--- src/pkg/lsr_cfg.svh ---
// Constants for the self refresh, partial array and register read block
`ifndef LSR_CFG_SVH
`define LSR_CFG_SVH
`define LSR_ADDR_BANK_MASK    8'h10
`define LSR_ADDR_SEG_MASK     8'h11
`define LSR_MASK_RESET        8'h00
`define LSR_BANKS             8
`define LSR_SEGS              8
`define LSR_BURST_LEN         4
`define LSR_REGREAD_PERIOD    2
`define LSR_CLK_NS            50
`define LSR_MIN_RESIDENCY_NS  15
`define LSR_EXIT_INTERVAL_NS  140
`define LSR_READ_LATENCY      3
`define LSR_REFRESH_PERIOD    16
`endif

--- src/pkg/lsr_pkg.sv ---
// Types shared by the self refresh block
package lsr_pkg;
  typedef enum logic [1:0] {
    LSR_ACTIVE = 2'b00,
    LSR_SELFREF = 2'b01,
    LSR_EXIT = 2'b11
  } lsr_state_e;
  typedef logic [7:0] lsr_mask_t;
endpackage

--- src/hdl/lsr_refresh_engine.sv ---
// Internal refresh walker applying bank and segment masks
`timescale 1ns/1ps
`default_nettype none
`include "lsr_cfg.svh"
module lsr_refresh_engine
  import lsr_pkg::*;
#(
  parameter int PERIOD = `LSR_REFRESH_PERIOD
) (
  input  wire logic      clk,          // Clock
  input  wire logic      srst,         // Sync reset
  input  wire logic      run,          // Self refresh active
  input  wire lsr_mask_t bank_mask,    // 1 = bank masked
  input  wire lsr_mask_t seg_mask,     // 1 = segment masked
  output logic           refresh_busy, // Internal refresh in progress
  output logic           done_one,     // First full pass done
  output lsr_mask_t      bank_en,      // Banks refreshed this step
  output logic [2:0]     seg_idx       // Segment being refreshed
);
  logic [7:0]  tmr_r, tmr_nxt;
  logic [2:0]  seg_r, seg_nxt;
  logic        busy_r, busy_nxt;
  logic        done_r, done_nxt;
  lsr_mask_t   en_r, en_nxt;

  // Step segments every timer wrap; a step finishing an exit completes
  always_comb begin
    tmr_nxt  = tmr_r;
    seg_nxt  = seg_r;
    busy_nxt = busy_r;
    done_nxt = done_r;
    en_nxt   = '0;
    if (run || busy_r) begin
      if (tmr_r == 8'(PERIOD - 1) || !busy_r) begin
        tmr_nxt  = 8'h00;
        busy_nxt = run || (seg_r != 3'h7);
        if (busy_r) begin
          seg_nxt = seg_r + 3'h1;
          if (seg_r == 3'h7) begin
            done_nxt = 1'b1;
          end
        end
        // Masked banks and segments get no refresh at all
        en_nxt = seg_mask[seg_nxt] ? 8'h00 : ~bank_mask;
      end else begin
        tmr_nxt = tmr_r + 8'h01;
      end
    end
    if (!run && !busy_r) begin
      done_nxt = 1'b0;
    end
  end

  always_ff @(posedge clk) begin
    if (srst) begin
      tmr_r  <= 8'h00;
      seg_r  <= 3'h0;
      busy_r <= 1'b0;
      done_r <= 1'b0;
      en_r   <= 8'h00;
    end else begin
      tmr_r  <= tmr_nxt;
      seg_r  <= seg_nxt;
      busy_r <= busy_nxt;
      done_r <= done_nxt;
      en_r   <= en_nxt;
    end
  end

  assign refresh_busy = busy_r;
  assign done_one     = done_r;
  assign bank_en      = en_r;
  assign seg_idx      = seg_r;
endmodule
`default_nettype wire

--- src/hdl/lsr_device.sv ---
// Self refresh, partial array masks and mode register read of the device
`timescale 1ns/1ps
`default_nettype none
`include "lsr_cfg.svh"
// How it works
// CKE low, CS low, CA0/CA1 low, CA2 high on rising edge enters self refresh.
// Controller holds CKE high in the cycle before entry.
// Controller drives a no-op right after entry.
// Device stays in self refresh while CKE stays low.
// Device performs an all-bank refresh within residency and keeps refreshing; here a pass takes 8 steps of 16 cycles and exit waits for it.
// Controller keeps self refresh for the minimum residency before exit.
// Controller may stop clock, but gives two stable cycles before exit.
// Controller drives no-ops with CKE high through the exit interval.
// Exit interval counts from first edge with CKE high; refresh finishes.
// Controller issues a refresh before next self refresh entry.
// Controller idles all banks before self refresh entry.
// Eight-bit bank mask register written by mode register write.
// Masked bank gets no self refresh.
// Unmasked bank refreshes only unmasked segments.
// Segment mask bits apply to every bank, combined with bank mask.
// Mask bit one blocks refresh, zero enables it.
// Register read: CS low, CA2..0 low, CA3 high; index from CA bits.
// Register value on data 7:0 first beat after read latency; strobe toggles.
// Register read bursts four, uninterruptible, two-clock period of no-ops.
// Controller spaces register read before writes and register writes.
// Controller waits half burst after read before register read.
// Controller waits write latency, burst and turnaround before register read.
// Controller writes masks only with all banks idle.
// In self refresh only rising CKE matters; CS and CA ignored.
module lsr_device
  import lsr_pkg::*;
#(
  parameter int READ_LAT = `LSR_READ_LATENCY
) (
  input  wire logic       clk,          // Memory clock
  input  wire logic       srst,         // Sync reset
  input  wire logic       cke,          // Clock enable
  input  wire logic       cs_n,         // Chip select, active low
  input  wire logic [9:0] ca_rise,      // cmd_addr_bus, rising edge
  input  wire logic [9:0] ca_fall,      // cmd_addr_bus, falling edge
  output logic [31:0]     dq_out,       // Read data
  output logic            dq_oe,        // Data drive enable
  output logic [3:0]      dqs_out,      // Strobes
  output logic            dqs_oe,       // Strobe drive enable
  output logic            in_selfref,   // Self refresh state
  output logic            in_exit,      // Exit interval running
  output logic            cmd_ignored,  // Command refused this cycle
  output lsr_mask_t       bank_refresh, // Banks refreshed this step
  output logic [2:0]      seg_refresh   // Segment index refreshed
);
  localparam int RES_CYC  = (`LSR_MIN_RESIDENCY_NS + `LSR_CLK_NS - 1)
                            / `LSR_CLK_NS;
  localparam int EXIT_CYC = (`LSR_EXIT_INTERVAL_NS + `LSR_CLK_NS - 1)
                            / `LSR_CLK_NS;
  // First beat leaves the pins read latency edges after the command
  localparam int DLY = READ_LAT;

  // Command decode shared by the several paths below
  function automatic logic is_cmd(input logic [3:0] ca, input logic [3:0] pat,
                                  input logic [3:0] care);
    return ((ca ^ pat) & care) == 4'h0;
  endfunction

  lsr_state_e st_r, st_nxt;
  logic [7:0] cnt_r, cnt_nxt;
  logic       cke_q_r;
  lsr_mask_t  bmask_r, bmask_nxt, smask_r, smask_nxt;
  logic [7:0] rd_data_r, rd_data_nxt;
  logic [7:0] pend_r, pend_nxt;
  logic [3:0] burst_r, burst_nxt;
  logic [1:0] per_r, per_nxt;
  logic [31:0] dq_r, dq_nxt;
  logic [3:0] dqs_r, dqs_nxt;
  logic       oe_r, oe_nxt;
  logic       ign_nxt, ign_r;
  logic       eng_busy, eng_done;
  logic       sr_entry, mrr_cmd, mrw_cmd;
  logic [7:0] ma;

  assign ma       = {ca_rise[9:4], ca_fall[1:0]};
  assign sr_entry = !cke && cke_q_r && !cs_n
                    && is_cmd(ca_rise[3:0], 4'h4, 4'h7);
  assign mrr_cmd  = cke && !cs_n && is_cmd(ca_rise[3:0], 4'h8, 4'hF);
  assign mrw_cmd  = cke && !cs_n && is_cmd(ca_rise[3:0], 4'h0, 4'hF);

  lsr_refresh_engine u_eng (
    .clk          (clk),
    .srst         (srst),
    .run          (st_r == LSR_SELFREF),
    .bank_mask    (bmask_r),
    .seg_mask     (smask_r),
    .refresh_busy (eng_busy),
    .done_one     (eng_done),
    .bank_en      (bank_refresh),
    .seg_idx      (seg_refresh)
  );

  // Power state: entry, residency, exit interval
  always_comb begin
    st_nxt  = st_r;
    cnt_nxt = cnt_r;
    unique case (st_r)
      LSR_ACTIVE: begin
        if (sr_entry) begin
          st_nxt  = LSR_SELFREF;
          cnt_nxt = 8'h00;
        end
      end
      LSR_SELFREF: begin
        // Only CKE is looked at; CS and CA are don't care here
        if (cnt_r != 8'hFF) begin
          cnt_nxt = cnt_r + 8'h01;
        end
        if (cke) begin
          st_nxt  = LSR_EXIT;
          cnt_nxt = 8'h01; // first edge with CKE high counts
        end
      end
      LSR_EXIT: begin
        cnt_nxt = cnt_r + 8'h01;
        // Hold until interval over and any internal refresh done
        if (cnt_r >= 8'(EXIT_CYC) && !eng_busy) begin
          st_nxt = LSR_ACTIVE;
        end
      end
      default: begin
        st_nxt = LSR_ACTIVE;
      end
    endcase
  end

  // Mask registers and register read pipeline
  always_comb begin
    bmask_nxt   = bmask_r;
    smask_nxt   = smask_r;
    rd_data_nxt = rd_data_r;
    pend_nxt    = pend_r << 1;
    burst_nxt   = burst_r >> 1;
    per_nxt     = (per_r != 2'h0) ? per_r - 2'h1 : 2'h0;
    ign_nxt     = 1'b0;
    dq_nxt      = 32'h0000_0000;
    dqs_nxt     = 4'h0;
    oe_nxt      = 1'b0;
    if (st_r == LSR_ACTIVE && !sr_entry) begin
      if (per_r != 2'h0 && !cs_n) begin
        ign_nxt = 1'b1; // only no-ops during the read period
      end else if (mrw_cmd) begin
        if (ma == `LSR_ADDR_BANK_MASK) begin
          bmask_nxt = {ca_fall[9:2]};
        end
        if (ma == `LSR_ADDR_SEG_MASK) begin
          smask_nxt = {ca_fall[9:2]};
        end
      end else if (mrr_cmd) begin
        per_nxt  = 2'(`LSR_REGREAD_PERIOD - 1);
        pend_nxt[0] = 1'b1;
        // Mask registers are write only; read back as zero
        rd_data_nxt = 8'h00;
      end
    end
    if (pend_r[DLY - 2]) begin
      burst_nxt = 4'hF; // four beats, cannot be cut short
    end
    if (burst_r != 4'h0) begin
      oe_nxt  = 1'b1;
      // Shifter parity flips every beat, so strobes toggle each cycle
      dqs_nxt = {4{^burst_r}};
      dq_nxt  = (burst_r == 4'hF) ? {24'h00_0000, rd_data_r}
                                  : 32'h0000_0000;
    end
  end

  // Registers; masks reset to all unmasked
  always_ff @(posedge clk) begin
    if (srst) begin
      st_r      <= LSR_ACTIVE;
      cnt_r     <= 8'h00;
      cke_q_r   <= 1'b0;
      bmask_r   <= `LSR_MASK_RESET;
      smask_r   <= `LSR_MASK_RESET;
      rd_data_r <= 8'h00;
      pend_r    <= 8'h00;
      burst_r   <= 4'h0;
      per_r     <= 2'h0;
      dq_r      <= 32'h0000_0000;
      dqs_r     <= 4'h0;
      oe_r      <= 1'b0;
      ign_r     <= 1'b0;
    end else begin
      st_r      <= st_nxt;
      cnt_r     <= cnt_nxt;
      cke_q_r   <= cke; // previous cycle CKE high check
      bmask_r   <= bmask_nxt;
      smask_r   <= smask_nxt;
      rd_data_r <= rd_data_nxt;
      pend_r    <= pend_nxt;
      burst_r   <= burst_nxt;
      per_r     <= per_nxt;
      dq_r      <= dq_nxt;
      dqs_r     <= dqs_nxt;
      oe_r      <= oe_nxt;
      ign_r     <= ign_nxt;
    end
  end

  // Residency flag unused by logic; refresh engine guarantees first pass
  assign in_selfref  = (st_r == LSR_SELFREF);
  assign in_exit     = (st_r == LSR_EXIT);
  assign cmd_ignored = ign_r || (st_r == LSR_EXIT && !cs_n && !eng_done
                       && cnt_r < 8'(RES_CYC + EXIT_CYC));
  assign dq_out      = dq_r;
  assign dq_oe       = oe_r; // Registered with the data, never a beat early
  assign dqs_out     = dqs_r;
  assign dqs_oe      = dq_oe;
endmodule
`default_nettype wire

--- config.mk ---
export PLATFORM = sky130hd
export DESIGN_NAME = lsr_device
export DESIGN_NICKNAME = d
export VERILOG_FILES = /design/src/pkg/lsr_pkg.sv /design/src/hdl/lsr_refresh_engine.sv /design/src/hdl/lsr_device.sv
export VERILOG_INCLUDE_DIRS = /design/src /design/src/pkg
export SDC_FILE = /design/constraint.sdc
export NUM_CORES = 1
export LEC_CHECK = 0
export ABC_CLOCK_PERIOD_IN_PS = 4400
export BUFFER_PORTS_ARGS = -buffer_cell sky130_fd_sc_hd__buf_2
export CORE_ASPECT_RATIO = 1.4
export CORE_MARGIN = 1
export CORE_UTILIZATION = 30
export DETAILED_ROUTE_END_ITERATION = 7
export PLACE_DENSITY = 0.6
export SLEW_MARGIN = 30
export SYNTH_ARGS = -nofsm -noshare
export SYNTH_HDL_FRONTEND = slang
export SYNTH_HIERARCHICAL = 1
export SYNTH_SLANG_ARGS = --single-unit
--- constraint.sdc ---
create_clock -name clk -period 4.4 [get_ports clk]
set_input_delay 0.88 -clock clk [delete_from_list [all_inputs] [get_ports clk]]
set_output_delay 0.88 -clock clk [all_outputs]
set_load 0.05 [all_outputs]
## Word level (Yosys, flattened, before mapping)

Cells that the tools add are included.
Widths: inputs -> output; s select.

- Add/sub/neg operators: 4
- Multiply operators: 0
- Divide/modulo/power cells: 0
- Order comparisons: 3
- Eq/ne operators: 12
- Shifts and indexed selects: 0
- Mux-type cells: 23
- Bitwise logic cells: 8
- Reductions and logical operators: 42

Operator list:

| cell | number |
|---|---|
| $mux 8 | 4 |
| $pmux 8 s3 | 1 |
| $add 8x1->8 const B | 2 |
| $eq 8x5->1 const B | 2 |
| $mux 2 | 8 |
| $logic_and 1x1->1 | 13 |
| $logic_not 4->1 | 3 |
| $reduce_and 4->1 | 3 |
| $mux 3 | 3 |
| $eq 8x4->1 const B | 1 |
| $ge 8x2->1 const B | 1 |
| $lt 8x3->1 const B | 1 |
| $ne 8x8->1 const B | 1 |
| $not 8->8 | 1 |
| $reduce_or 4->1 | 2 |
| $not 1->1 | 7 |
| $logic_not 1->1 | 6 |
| $ne 3x3->1 const B | 2 |
| $pmux 2 s3 | 1 |
| $reduce_and 3->1 | 2 |
| $reduce_or 2->1 | 3 |
| $logic_or 1x1->1 | 4 |
| $lt 3x4->1 const B | 1 |
| $mux 1 | 4 |
| 15 further kinds | 16 |

- Bits in registers: 59
- Bits in latches: 0
- RAM bits: 0
- ROM bits: 0
- Input bits: 24
- Output and inout port bits: 52
- Word-level logic and storage cells: 109
- Memories kept: 0

## Logic depth before layout (Yosys ltp)

Gate-level depths: netlist of run 1.

- Depth after elaboration: 8
- Mapped depth: 7
- Depth with buffers taken out: 6

## Modules after synthesis

The synthesis of run 1 kept the hierarchy.

By module, submodules not included:

| module | times used | cells an instance | area an instance (um2) | sequential area each (um2) |
|---|---|---|---|---|
| lsr_device | 1 | 235 | 2006.9 | 760.7 |
| lsr_refresh_engine | 1 | 97 | 991.0 | 420.4 |

## Worst setup path after synthesis of run 1

Ideal clock, no wire load.

- Path kind: input to output
- From: input cs_n
- To: output cmd_ignored
- Arrival: 1.431 ns
- Data required time: 3.520 ns
- Path slack: 2.089 ns
- Cell stages on the path: 2
- Buffers on the path: 0
- Cells stage by stage: nor2_1 > a41o_1

- Word-level cells in the longest chain between the ends: 5

RTL lines:

| what | line | source |
|---|---|---|
| start, declared | lsr_device.sv:38 | `input wire logic cs_n,` |
| $logic_not 1->1 | lsr_device.sv:209 | `assign cmd_ignored = ign_r \|\| (st_r == LSR_EXIT && !cs_n && !eng_done` |
| $logic_and 1x1->1 (2 in a row) | lsr_device.sv:209 |  |
| $logic_and 1x1->1 | lsr_device.sv:210 | `&& cnt_r < 8'(RES_CYC + EXIT_CYC));` |
| $logic_or 1x1->1 | lsr_device.sv:209 |  |
| end, declared | lsr_device.sv:47 | `output logic cmd_ignored,` |

Every way passes these cells.

## Final worst setup path of run 1

- From: register st_r[0]
- To: output in_selfref

- Word-level cells in the longest chain between the ends: 1

RTL lines:

| what | line | source |
|---|---|---|
| start, declared | lsr_device.sv:64 | `lsr_state_e st_r, st_nxt;` |
| start signal, assigned | lsr_device.sv:190 | `st_r <= st_nxt;` |
| $eq 2x1->1 | lsr_device.sv:207 | `assign in_selfref = (st_r == LSR_SELFREF);` |
| end, declared | lsr_device.sv:45 | `output logic in_selfref,` |

Every way passes these cells.

==> impl_results.md, run 1 <==
* Outcome: complete, no violations
* Post-DRT Antenna Nets at 0
* Placed instance area at 3141 sq um
* Number of levels the H-tree was split into at 3
* DP Cell Count at 485
* Number of hold-repair buffers added at the cts stage at 0
* Worst Setup Slack post-DPL at 1903 ps
* Final weighted congestion in routability-driven placement at 0.8713
* Sequential element share of the synthesized area at 39.40%
* Power Dens Cells at 408.3 nW/um^2
* Post-layout instance count excluding filler cells at 501
* Area of the mapped netlist at 2998 sq um
* Floorplan die height at 120.3 um
* EDFF count, synth at 0
* Final period util at 61.02%
* Final setup slack of the worst path at 1715 ps
* Critical Path Start Type: flip-flop
* Total half-perimeter wirelength after legalization and detailed placement at 4487 um
* Category of the most critical setup path: flip-flop to output pin
* Reported leakage power at 1.312 nW
* Slew margin rel. at 54.39%
* TritonCTS clock tree: done
* Proportion of synthesized flip-flops having asynchronous set or reset at 0%
* Max-cap violations at 0
* Count of warnings emitted by yosys at 6
* Per-instance average area after synthesis at 9.030 sq um
* Final hold violation count at 0
* Switching share of power at 23.70%
* Part of the power in combinational logic at 8.1%
* Final global-route overflow total at 0
* Post-CTS Setup Inserts at 0
* Aggregate negative setup slack at 0 ps
* Number of global-route vias before repair at 2183
* Worst Max-Slew Pin Slew at 680.6 ps
* Wire length of the first global-routing pass at 10340 um
* Clock-pin transition on the worst setup and hold timing paths at 50 ps
* Diodes inserted at 0
* Setup slack, reg-to-reg at 2330 ps
* I/O pins at 76
* Critical Path Sink Type: output pin
* Data arrival, critical path at 1800 ps
* Number of detailed-routing iterations run before antenna repair at 4
* Most common flop cell mapped by yosys: sky130_fd_sc_hd__dfxtp_1
* # resized after CTS at 0
* Top Family by Delay on Critical Path: buffers and inverters
* Post-route DRC at 0
* Effective utilization at floorplan at 31.34%
* Pin count of the biggest net entering global routing at 57
* Clock network latency to the later pin of the worst-skew pair at 330 ps
* Die ar. at 10400 sq um
* Data required time of the worst path at 3520 ps
* Cell area after layout at 3470 sq um
* Final count of negative-setup-slack endpoints at 0
* Worst Hold Slack at 423.9 ps
* Proportion of layout cells with a drive suffix above 1 at 21.14%
* Chip Width at 86.49 um
* IO buf count at 43
* All-Layer GR Usage at 13.00%
* Fillcell total at 987
* Buffer levels on the longest clock path at 2
* Share of power burned in registers at 38.2%
* Worst clock skew on the final layout at 4.440 ps
* Power dissipated by switching net loads at 0.3357 mW
* Cell type of the slowest stage on the worst timing path: sky130_fd_sc_hd__dfxtp_1
* Cell-by-cell listing of the critical path: inv_1 > nor2_1 > buf_2
* Synth cell types at 58
* Utilization after layout at 36.28%
* Area of the core at 9564 sq um
* Flip-flop and latch count after synthesis at 59
* Internal power contribution at 1.081 mW
* Synthesis-to-layout area growth at 15.73%
* Num Clock Sinks at 59
* Final nets at 394
* Critical path's largest stage delay at 460 ps
* Post-Route WL at 6391 um
* Via density per instance at 4.764
* Routed vias at 2387
* Min Tclk post-route at 2685 ps
* Peak supply drop at 0.2489 mV
* Cell at the root of the clock tree: sky130_fd_sc_hd__clkbuf_16
* Clock network fraction of total power at 53.7%
* Max Fanout on Critical Path at 9
* Class of the worst hold path: flip-flop to flip-flop
* Buffers and inverters on the worst path at 2
* CTS Buf Count at 9
* Number of core rows at 42
* Violation count after the first detailed-routing iteration at 133
* Overall power at 1.417 mW
* Pins over their slew limit at 0
* Antenna violations before repair at 0
* Number of instances in the synthesized netlist at 332
* Highest clock frequency the design can meet at 0.3724 GHz
* Routed wirelength normalized by instance count at 12.76 um
* RSZ-0062 raised after global routing: no
[layout by cell type, fill, tap and decap left out, types with 4 or more instances in the layout]
master                      count
sky130_fd_sc_hd__nor2b_1        6
sky130_fd_sc_hd__ha_1           6
sky130_fd_sc_hd__clkbuf_16      9
sky130_fd_sc_hd__nand3_1        9
sky130_fd_sc_hd__buf_2         42
sky130_fd_sc_hd__a311oi_1       4
sky130_fd_sc_hd__inv_1          8
sky130_fd_sc_hd__o21ai_0       20
sky130_fd_sc_hd__nand4_1       16
sky130_fd_sc_hd__nor3_1         6
sky130_fd_sc_hd__and3_1         4
sky130_fd_sc_hd__nor4_2         9
sky130_fd_sc_hd__dfxtp_1       59
sky130_fd_sc_hd__a21oi_1       28
sky130_fd_sc_hd__a41oi_1        4
sky130_fd_sc_hd__nor2_1        27
sky130_fd_sc_hd__nand2_1       13
sky130_fd_sc_hd__conb_1        32
sky130_fd_sc_hd__or3_1          4
[synth_stat cells (8+ instances only)]
cell type / n / area (sq um)
sky130_fd_sc_hd__nor2_1: 28 / 105.1
sky130_fd_sc_hd__inv_1: 8 / 30.03
sky130_fd_sc_hd__nand4_1: 16 / 100.1
sky130_fd_sc_hd__dfxtp_1: 59 / 1181
sky130_fd_sc_hd__clkbuf_1: 8 / 30.03
sky130_fd_sc_hd__a21oi_1: 28 / 140.1
sky130_fd_sc_hd__nand2_1: 13 / 48.80
sky130_fd_sc_hd__nand3_1: 9 / 45.04
sky130_fd_sc_hd__buf_4: 40 / 300.3
sky130_fd_sc_hd__o21ai_0: 20 / 100.1
sky130_fd_sc_hd__nor4_2: 9 / 112.6
[final timing paths]
kind                 startpoint                to  cells after the start
max                     st_r[0]        in_selfref                      3
max reg2reg  u_eng/refresh_busy  u_eng/bank_en[5]                      4
min                  bmask_r[6]  u_eng/bank_en[6]                      1
min reg2reg          bmask_r[6]  u_eng/bank_en[6]                      1
[cell families after synthesis]
logic type | share of synthesized area (%)
buf+inv | 13.10
compound gates | 14.90
other cells | 0.1251
fa+ha+maj | 2.504
mux | 2.504
flops | 39.40
simple gates | 25.17
xor+xnor | 2.296
[worst reg2reg max path: cells and delay by family (launching register included)]
| kind | cells | cell delay [ps] |
|---|---|---|
| AOI/OAI and AO/OA | 1 | 310 |
| DFF | 1 | 750 |
| and+or+nand+nor | 1 | 140 |
| muxes | 1 | 550 |
| xor gates and xnor gates | 1 | 230 |
[registers in the layout, indices dropped and copies added, names as in the netlist, 2 cells and up]
signal / count
bmask_r: 8
cnt_r: 8
smask_r: 8
u_eng/bank_en: 8
u_eng/tmr_r: 8
burst_r: 4
u_eng/seg_idx: 3
pend_r: 2
per_r: 2
st_r: 2
[power by group through the flow]
stage	Sequential (mW)	Clock, mW	Combinational, mW
6_report	0.541	0.761	0.114
5_1_grt	0.541	0.810	0.120
4_1_cts	0.541	0.783	0.114
3_5_place_dp	0.552	0	0.114
3_3_place_gp	0.552	0	0.113
2_1_floorplan	0.557	0	0.110
[final cells by class]
class | instances | area (sq um) | area share (%)
clock inverters | 4 | 72.57 | 2.092
inverters | 9 | 33.78 | 0.9737
well taps | 132 | 165.2 | 4.760
repair buffers | 43 | 217.7 | 6.275
multi-input cells | 242 | 1543 | 44.46
flip-flops and latches | 59 | 1181 | 34.04
clock buffers | 12 | 256.5 | 7.393
[routing by layer]
metal	GRT usage, %	share of wire [%]	up-vias
met1	14.61	42	1095
li1	-	-	1202
met5	0	0	-
met3	3.345	4.6	15
met4	8.229	3.0	0
met2	21.63	50	75
Power figures use the tool's default switching activity.
==> run 2: changes to the inputs <==
--- a/config.mk
+++ b/config.mk
@@ -6,7 +6,7 @@
 export SDC_FILE = /design/constraint.sdc
 export NUM_CORES = 1
 export LEC_CHECK = 0
-export ABC_CLOCK_PERIOD_IN_PS = 4400
+export ABC_CLOCK_PERIOD_IN_PS = 2500
 export BUFFER_PORTS_ARGS = -buffer_cell sky130_fd_sc_hd__buf_2
 export CORE_ASPECT_RATIO = 1.4
 export CORE_MARGIN = 1
==> constraint.sdc (replaced) <==
create_clock -name clk -period 2.5 [get_ports clk]
set_input_delay 0.5 -clock clk [delete_from_list [all_inputs] [get_ports clk]]
set_output_delay 0.5 -clock clk [all_outputs]
set_load 0.05 [all_outputs]
==> run 2 against run 1 <==
Compared with the run above:
- setup slack worse by 1500 ps
- combinational power is 79% higher
- cell count is 0.80% higher
- critical path type unchanged
- largest cell class unchanged
==> impl_results.md, run 2 (synthesized netlist as in run 1, its figures left out) <==
* Post-CTS Setup Inserts at 0 (unchanged)
* Effective utilization at floorplan at 31.34% (unchanged)
* Final period util at 89.71%
* Final weighted congestion in routability-driven placement at 0.8269 (was 0.8713)
* Die ar. at 10400 sq um (unchanged)
* Chip Width at 86.49 um (unchanged)
* Highest-count cells in the layout ignoring fill and taps: 59 x sky130_fd_sc_hd__dfxtp_1, 43 x sky130_fd_sc_hd__buf_2, 32 x sky130_fd_sc_hd__conb_1 (was 59 x sky130_fd_sc_hd__dfxtp_1, 42 x sky130_fd_sc_hd__buf_2, 32 x sky130_fd_sc_hd__conb_1)
* Antenna violations before repair at 0 (unchanged)
* Cell-by-cell listing of the critical path: inv_1 > nor2_1 > buf_2 (unchanged)
* Max-cap violations at 0 (unchanged)
* Power dissipated by switching net loads at 0.6028 mW (was 0.3357 mW)
* Most common library cell in the layout ignoring fill and taps: sky130_fd_sc_hd__dfxtp_1 (unchanged)
* Outcome: complete, no violations (unchanged)
* Startpoint of the most critical register-to-register path: u_eng/refresh_busy (unchanged)
* Synthesis-to-layout area growth at 16.94% (was 15.73%)
* Cell at the root of the clock tree: sky130_fd_sc_hd__clkbuf_16 (unchanged)
* Pins over their slew limit at 0 (unchanged)
* I/O pins at 76 (unchanged)
* All-Layer GR Usage at 12.45% (was 13.00%)
* Overall power at 2.483 mW (was 1.417 mW)
* Number of hold-repair buffers added at the cts stage at 0 (unchanged)
* Worst Reg2Reg Path Length in Cells at 4 (unchanged)
* Max Fanout on Critical Path at 9 (unchanged)
* Diodes inserted at 0 (unchanged)
* Share of power burned in registers at 38.3% (was 38.2%)
* Capture point of the critical path: in_selfref (unchanged)
* CTS Buf Count at 9 (unchanged)
* Worst Setup Slack post-DPL at 455.7 ps (was 1903 ps)
* Proportion of layout cells with a drive suffix above 1 at 21.98% (was 21.14%)
* Area of the core at 9564 sq um (unchanged)
* Aggregate negative setup slack at 0 ps (unchanged)
* Switching share of power at 24.28% (was 23.70%)
* Post-DRT Antenna Nets at 0 (unchanged)
* Buffers and inverters on the worst path at 2 (unchanged)
* Via density per instance at 4.832 (was 4.764)
* Setup slack, reg-to-reg at 440 ps (was 2330 ps)
* Final hold violation count at 0 (unchanged)
* Beginning of the critical path: st_r[0] (unchanged)
* Buffer levels on the longest clock path at 2 (unchanged)
* Number of levels the H-tree was split into at 3 (unchanged)
* Final setup slack of the worst path at 257.1 ps (was 1715 ps)
* Post-layout instance count excluding filler cells at 505 (was 501)
* Worst Max-Slew Pin Slew at 663.6 ps (was 680.6 ps)
* Fillcell total at 999 (was 987)
* IO buf count at 43 (unchanged)
* Post-Route WL at 6128 um (was 6391 um)
* Floorplan die height at 120.3 um (unchanged)
* Slew margin rel. at 55.70% (was 54.39%)
* RSZ-0062 raised after global routing: no (unchanged)
* Top Family by Delay on Critical Path: buffers and inverters (unchanged)
* Depth of the critical timing path with buffers and inverters included at 3 (unchanged)
* Data required time of the worst path at 2000 ps (was 3520 ps)
* Final nets at 398 (was 394)
* Routed wirelength normalized by instance count at 12.13 um (was 12.76 um)
* Part of the power in combinational logic at 8.2% (was 8.1%)
* TritonCTS clock tree: done (unchanged)
* Cell type of the slowest stage on the worst timing path: sky130_fd_sc_hd__dfxtp_1 (unchanged)
* Critical Path Start Type: flip-flop (unchanged)
* Data arrival, critical path at 1740 ps (was 1800 ps)
* Highest clock frequency the design can meet at 0.4459 GHz
* Category of the most critical setup path: flip-flop to output pin (unchanged)
* Clock network latency to the later pin of the worst-skew pair at 320 ps (was 330 ps)
* Internal power contribution at 1.880 mW (was 1.081 mW)
* Min Tclk post-route at 2243 ps
* # resized after CTS at 0 (unchanged)
* Number of global-route vias before repair at 2294 (was 2183)
* Critical Path Sink Type: output pin (unchanged)
* Critical path's largest stage delay at 440 ps (was 460 ps)
* Pin count of the biggest net entering global routing at 33 (was 57)
* Peak supply drop at 0.3261 mV (was 0.2489 mV)
* Clock-pin transition on the worst setup and hold timing paths at 50 ps (about the same)
* Placed instance area at 3178 sq um (was 3141 sq um)
* Final count of negative-setup-slack endpoints at 0 (unchanged)
* Power Dens Cells at 708.2 nW/um^2 (was 408.3 nW/um^2)
* Num Clock Sinks at 59 (unchanged)
* Wire length of the first global-routing pass at 10140 um (was 10340 um)
* DP Cell Count at 489 (was 485)
* Class of the worst hold path: primary input to flip-flop (was flip-flop to flip-flop)
* Violation count after the first detailed-routing iteration at 104 (was 133)
* Routed vias at 2440 (was 2387)
* Number of core rows at 42 (unchanged)
* Number of detailed-routing iterations run before antenna repair at 4 (unchanged)
* Cell area after layout at 3506 sq um (was 3470 sq um)
* Post-route DRC at 0 (unchanged)
* Worst clock skew on the final layout at 5.890 ps (was 4.440 ps)
* Reported leakage power at 1.330 nW (was 1.312 nW)
* Worst reg2reg path endpoint: u_eng/bank_en[6] (was u_eng/bank_en[5])
* Final global-route overflow total at 0 (unchanged)
* Total half-perimeter wirelength after legalization and detailed placement at 4558 um (was 4487 um)
* Clock network fraction of total power at 53.5% (was 53.7%)
-- run 2: cell count changes in the layout (fill, tap and decap cells not counted), sizes merged --
cell      before  now
buf           43   47
clkbuf        12   10
clkinv         2    3
clkinvlp       1    2
-- run 2: power by group through the flow --
| stage | clock network [mW] | logic [mW] | registers (mW) |
|---|---|---|---|
| after global routing | 1.40 | 0.216 | 0.952 |
| after detailed placement | 0 | 0.204 | 0.972 |
| after CTS | 1.35 | 0.204 | 0.952 |
| after floorplan | 0 | 0.194 | 0.980 |
| final | 1.33 | 0.204 | 0.952 |
| after global placement | 0 | 0.203 | 0.972 |
-- run 2: worst min path at each step --
stage                     from  slack (ps)  depth (start not counted)                to
finish                    cs_n         400                          2             ign_r
global route              cs_n         410                          2             ign_r
CTS                       cs_n         400                          2             ign_r
detailed placement  bmask_r[5]         420                          1  u_eng/bank_en[5]
global placement    bmask_r[3]         420                          1  u_eng/bank_en[3]
floorplan           bmask_r[0]         410                          1  u_eng/bank_en[0]
-- run 2: routing by layer --
layer / track usage, % / up-vias / share of wire [%]
met3: 2.253 / 13 / 4.6
met1: 14.10 / 1135 / 42
li1: - / 1213 / -
met4: 7.292 / 0 / 2.9
met2: 21.53 / 79 / 51
met5: 0 / - / 0
-- run 2: area by class of cell --
type / count / area [sq um] / area share (%)
sequential: 59 / 1181 / 33.69
inverter: 9 / 33.78 / 0.9636
clock inverter: 6 / 88.84 / 2.534
multi-input combinational: 242 / 1540 / 43.93
timing repair buffer: 47 / 257.7 / 7.352
clock buffer: 10 / 239.0 / 6.817
tap: 132 / 165.2 / 4.711
-- run 2: per-stage QoR --
| stage | hold slack, ps | utilization [%] |
|---|---|---|
| 2_1_floorplan | 408.5 | - |
| 3_3_place_gp | 418.1 | 33.23 |
| 3_5_place_dp | 421.0 | 33.23 |
| 4_1_cts | 396.9 | 36.66 |
| 5_1_grt | 412.5 | 36.66 |
| 6_report | 401.1 | 36.66 |
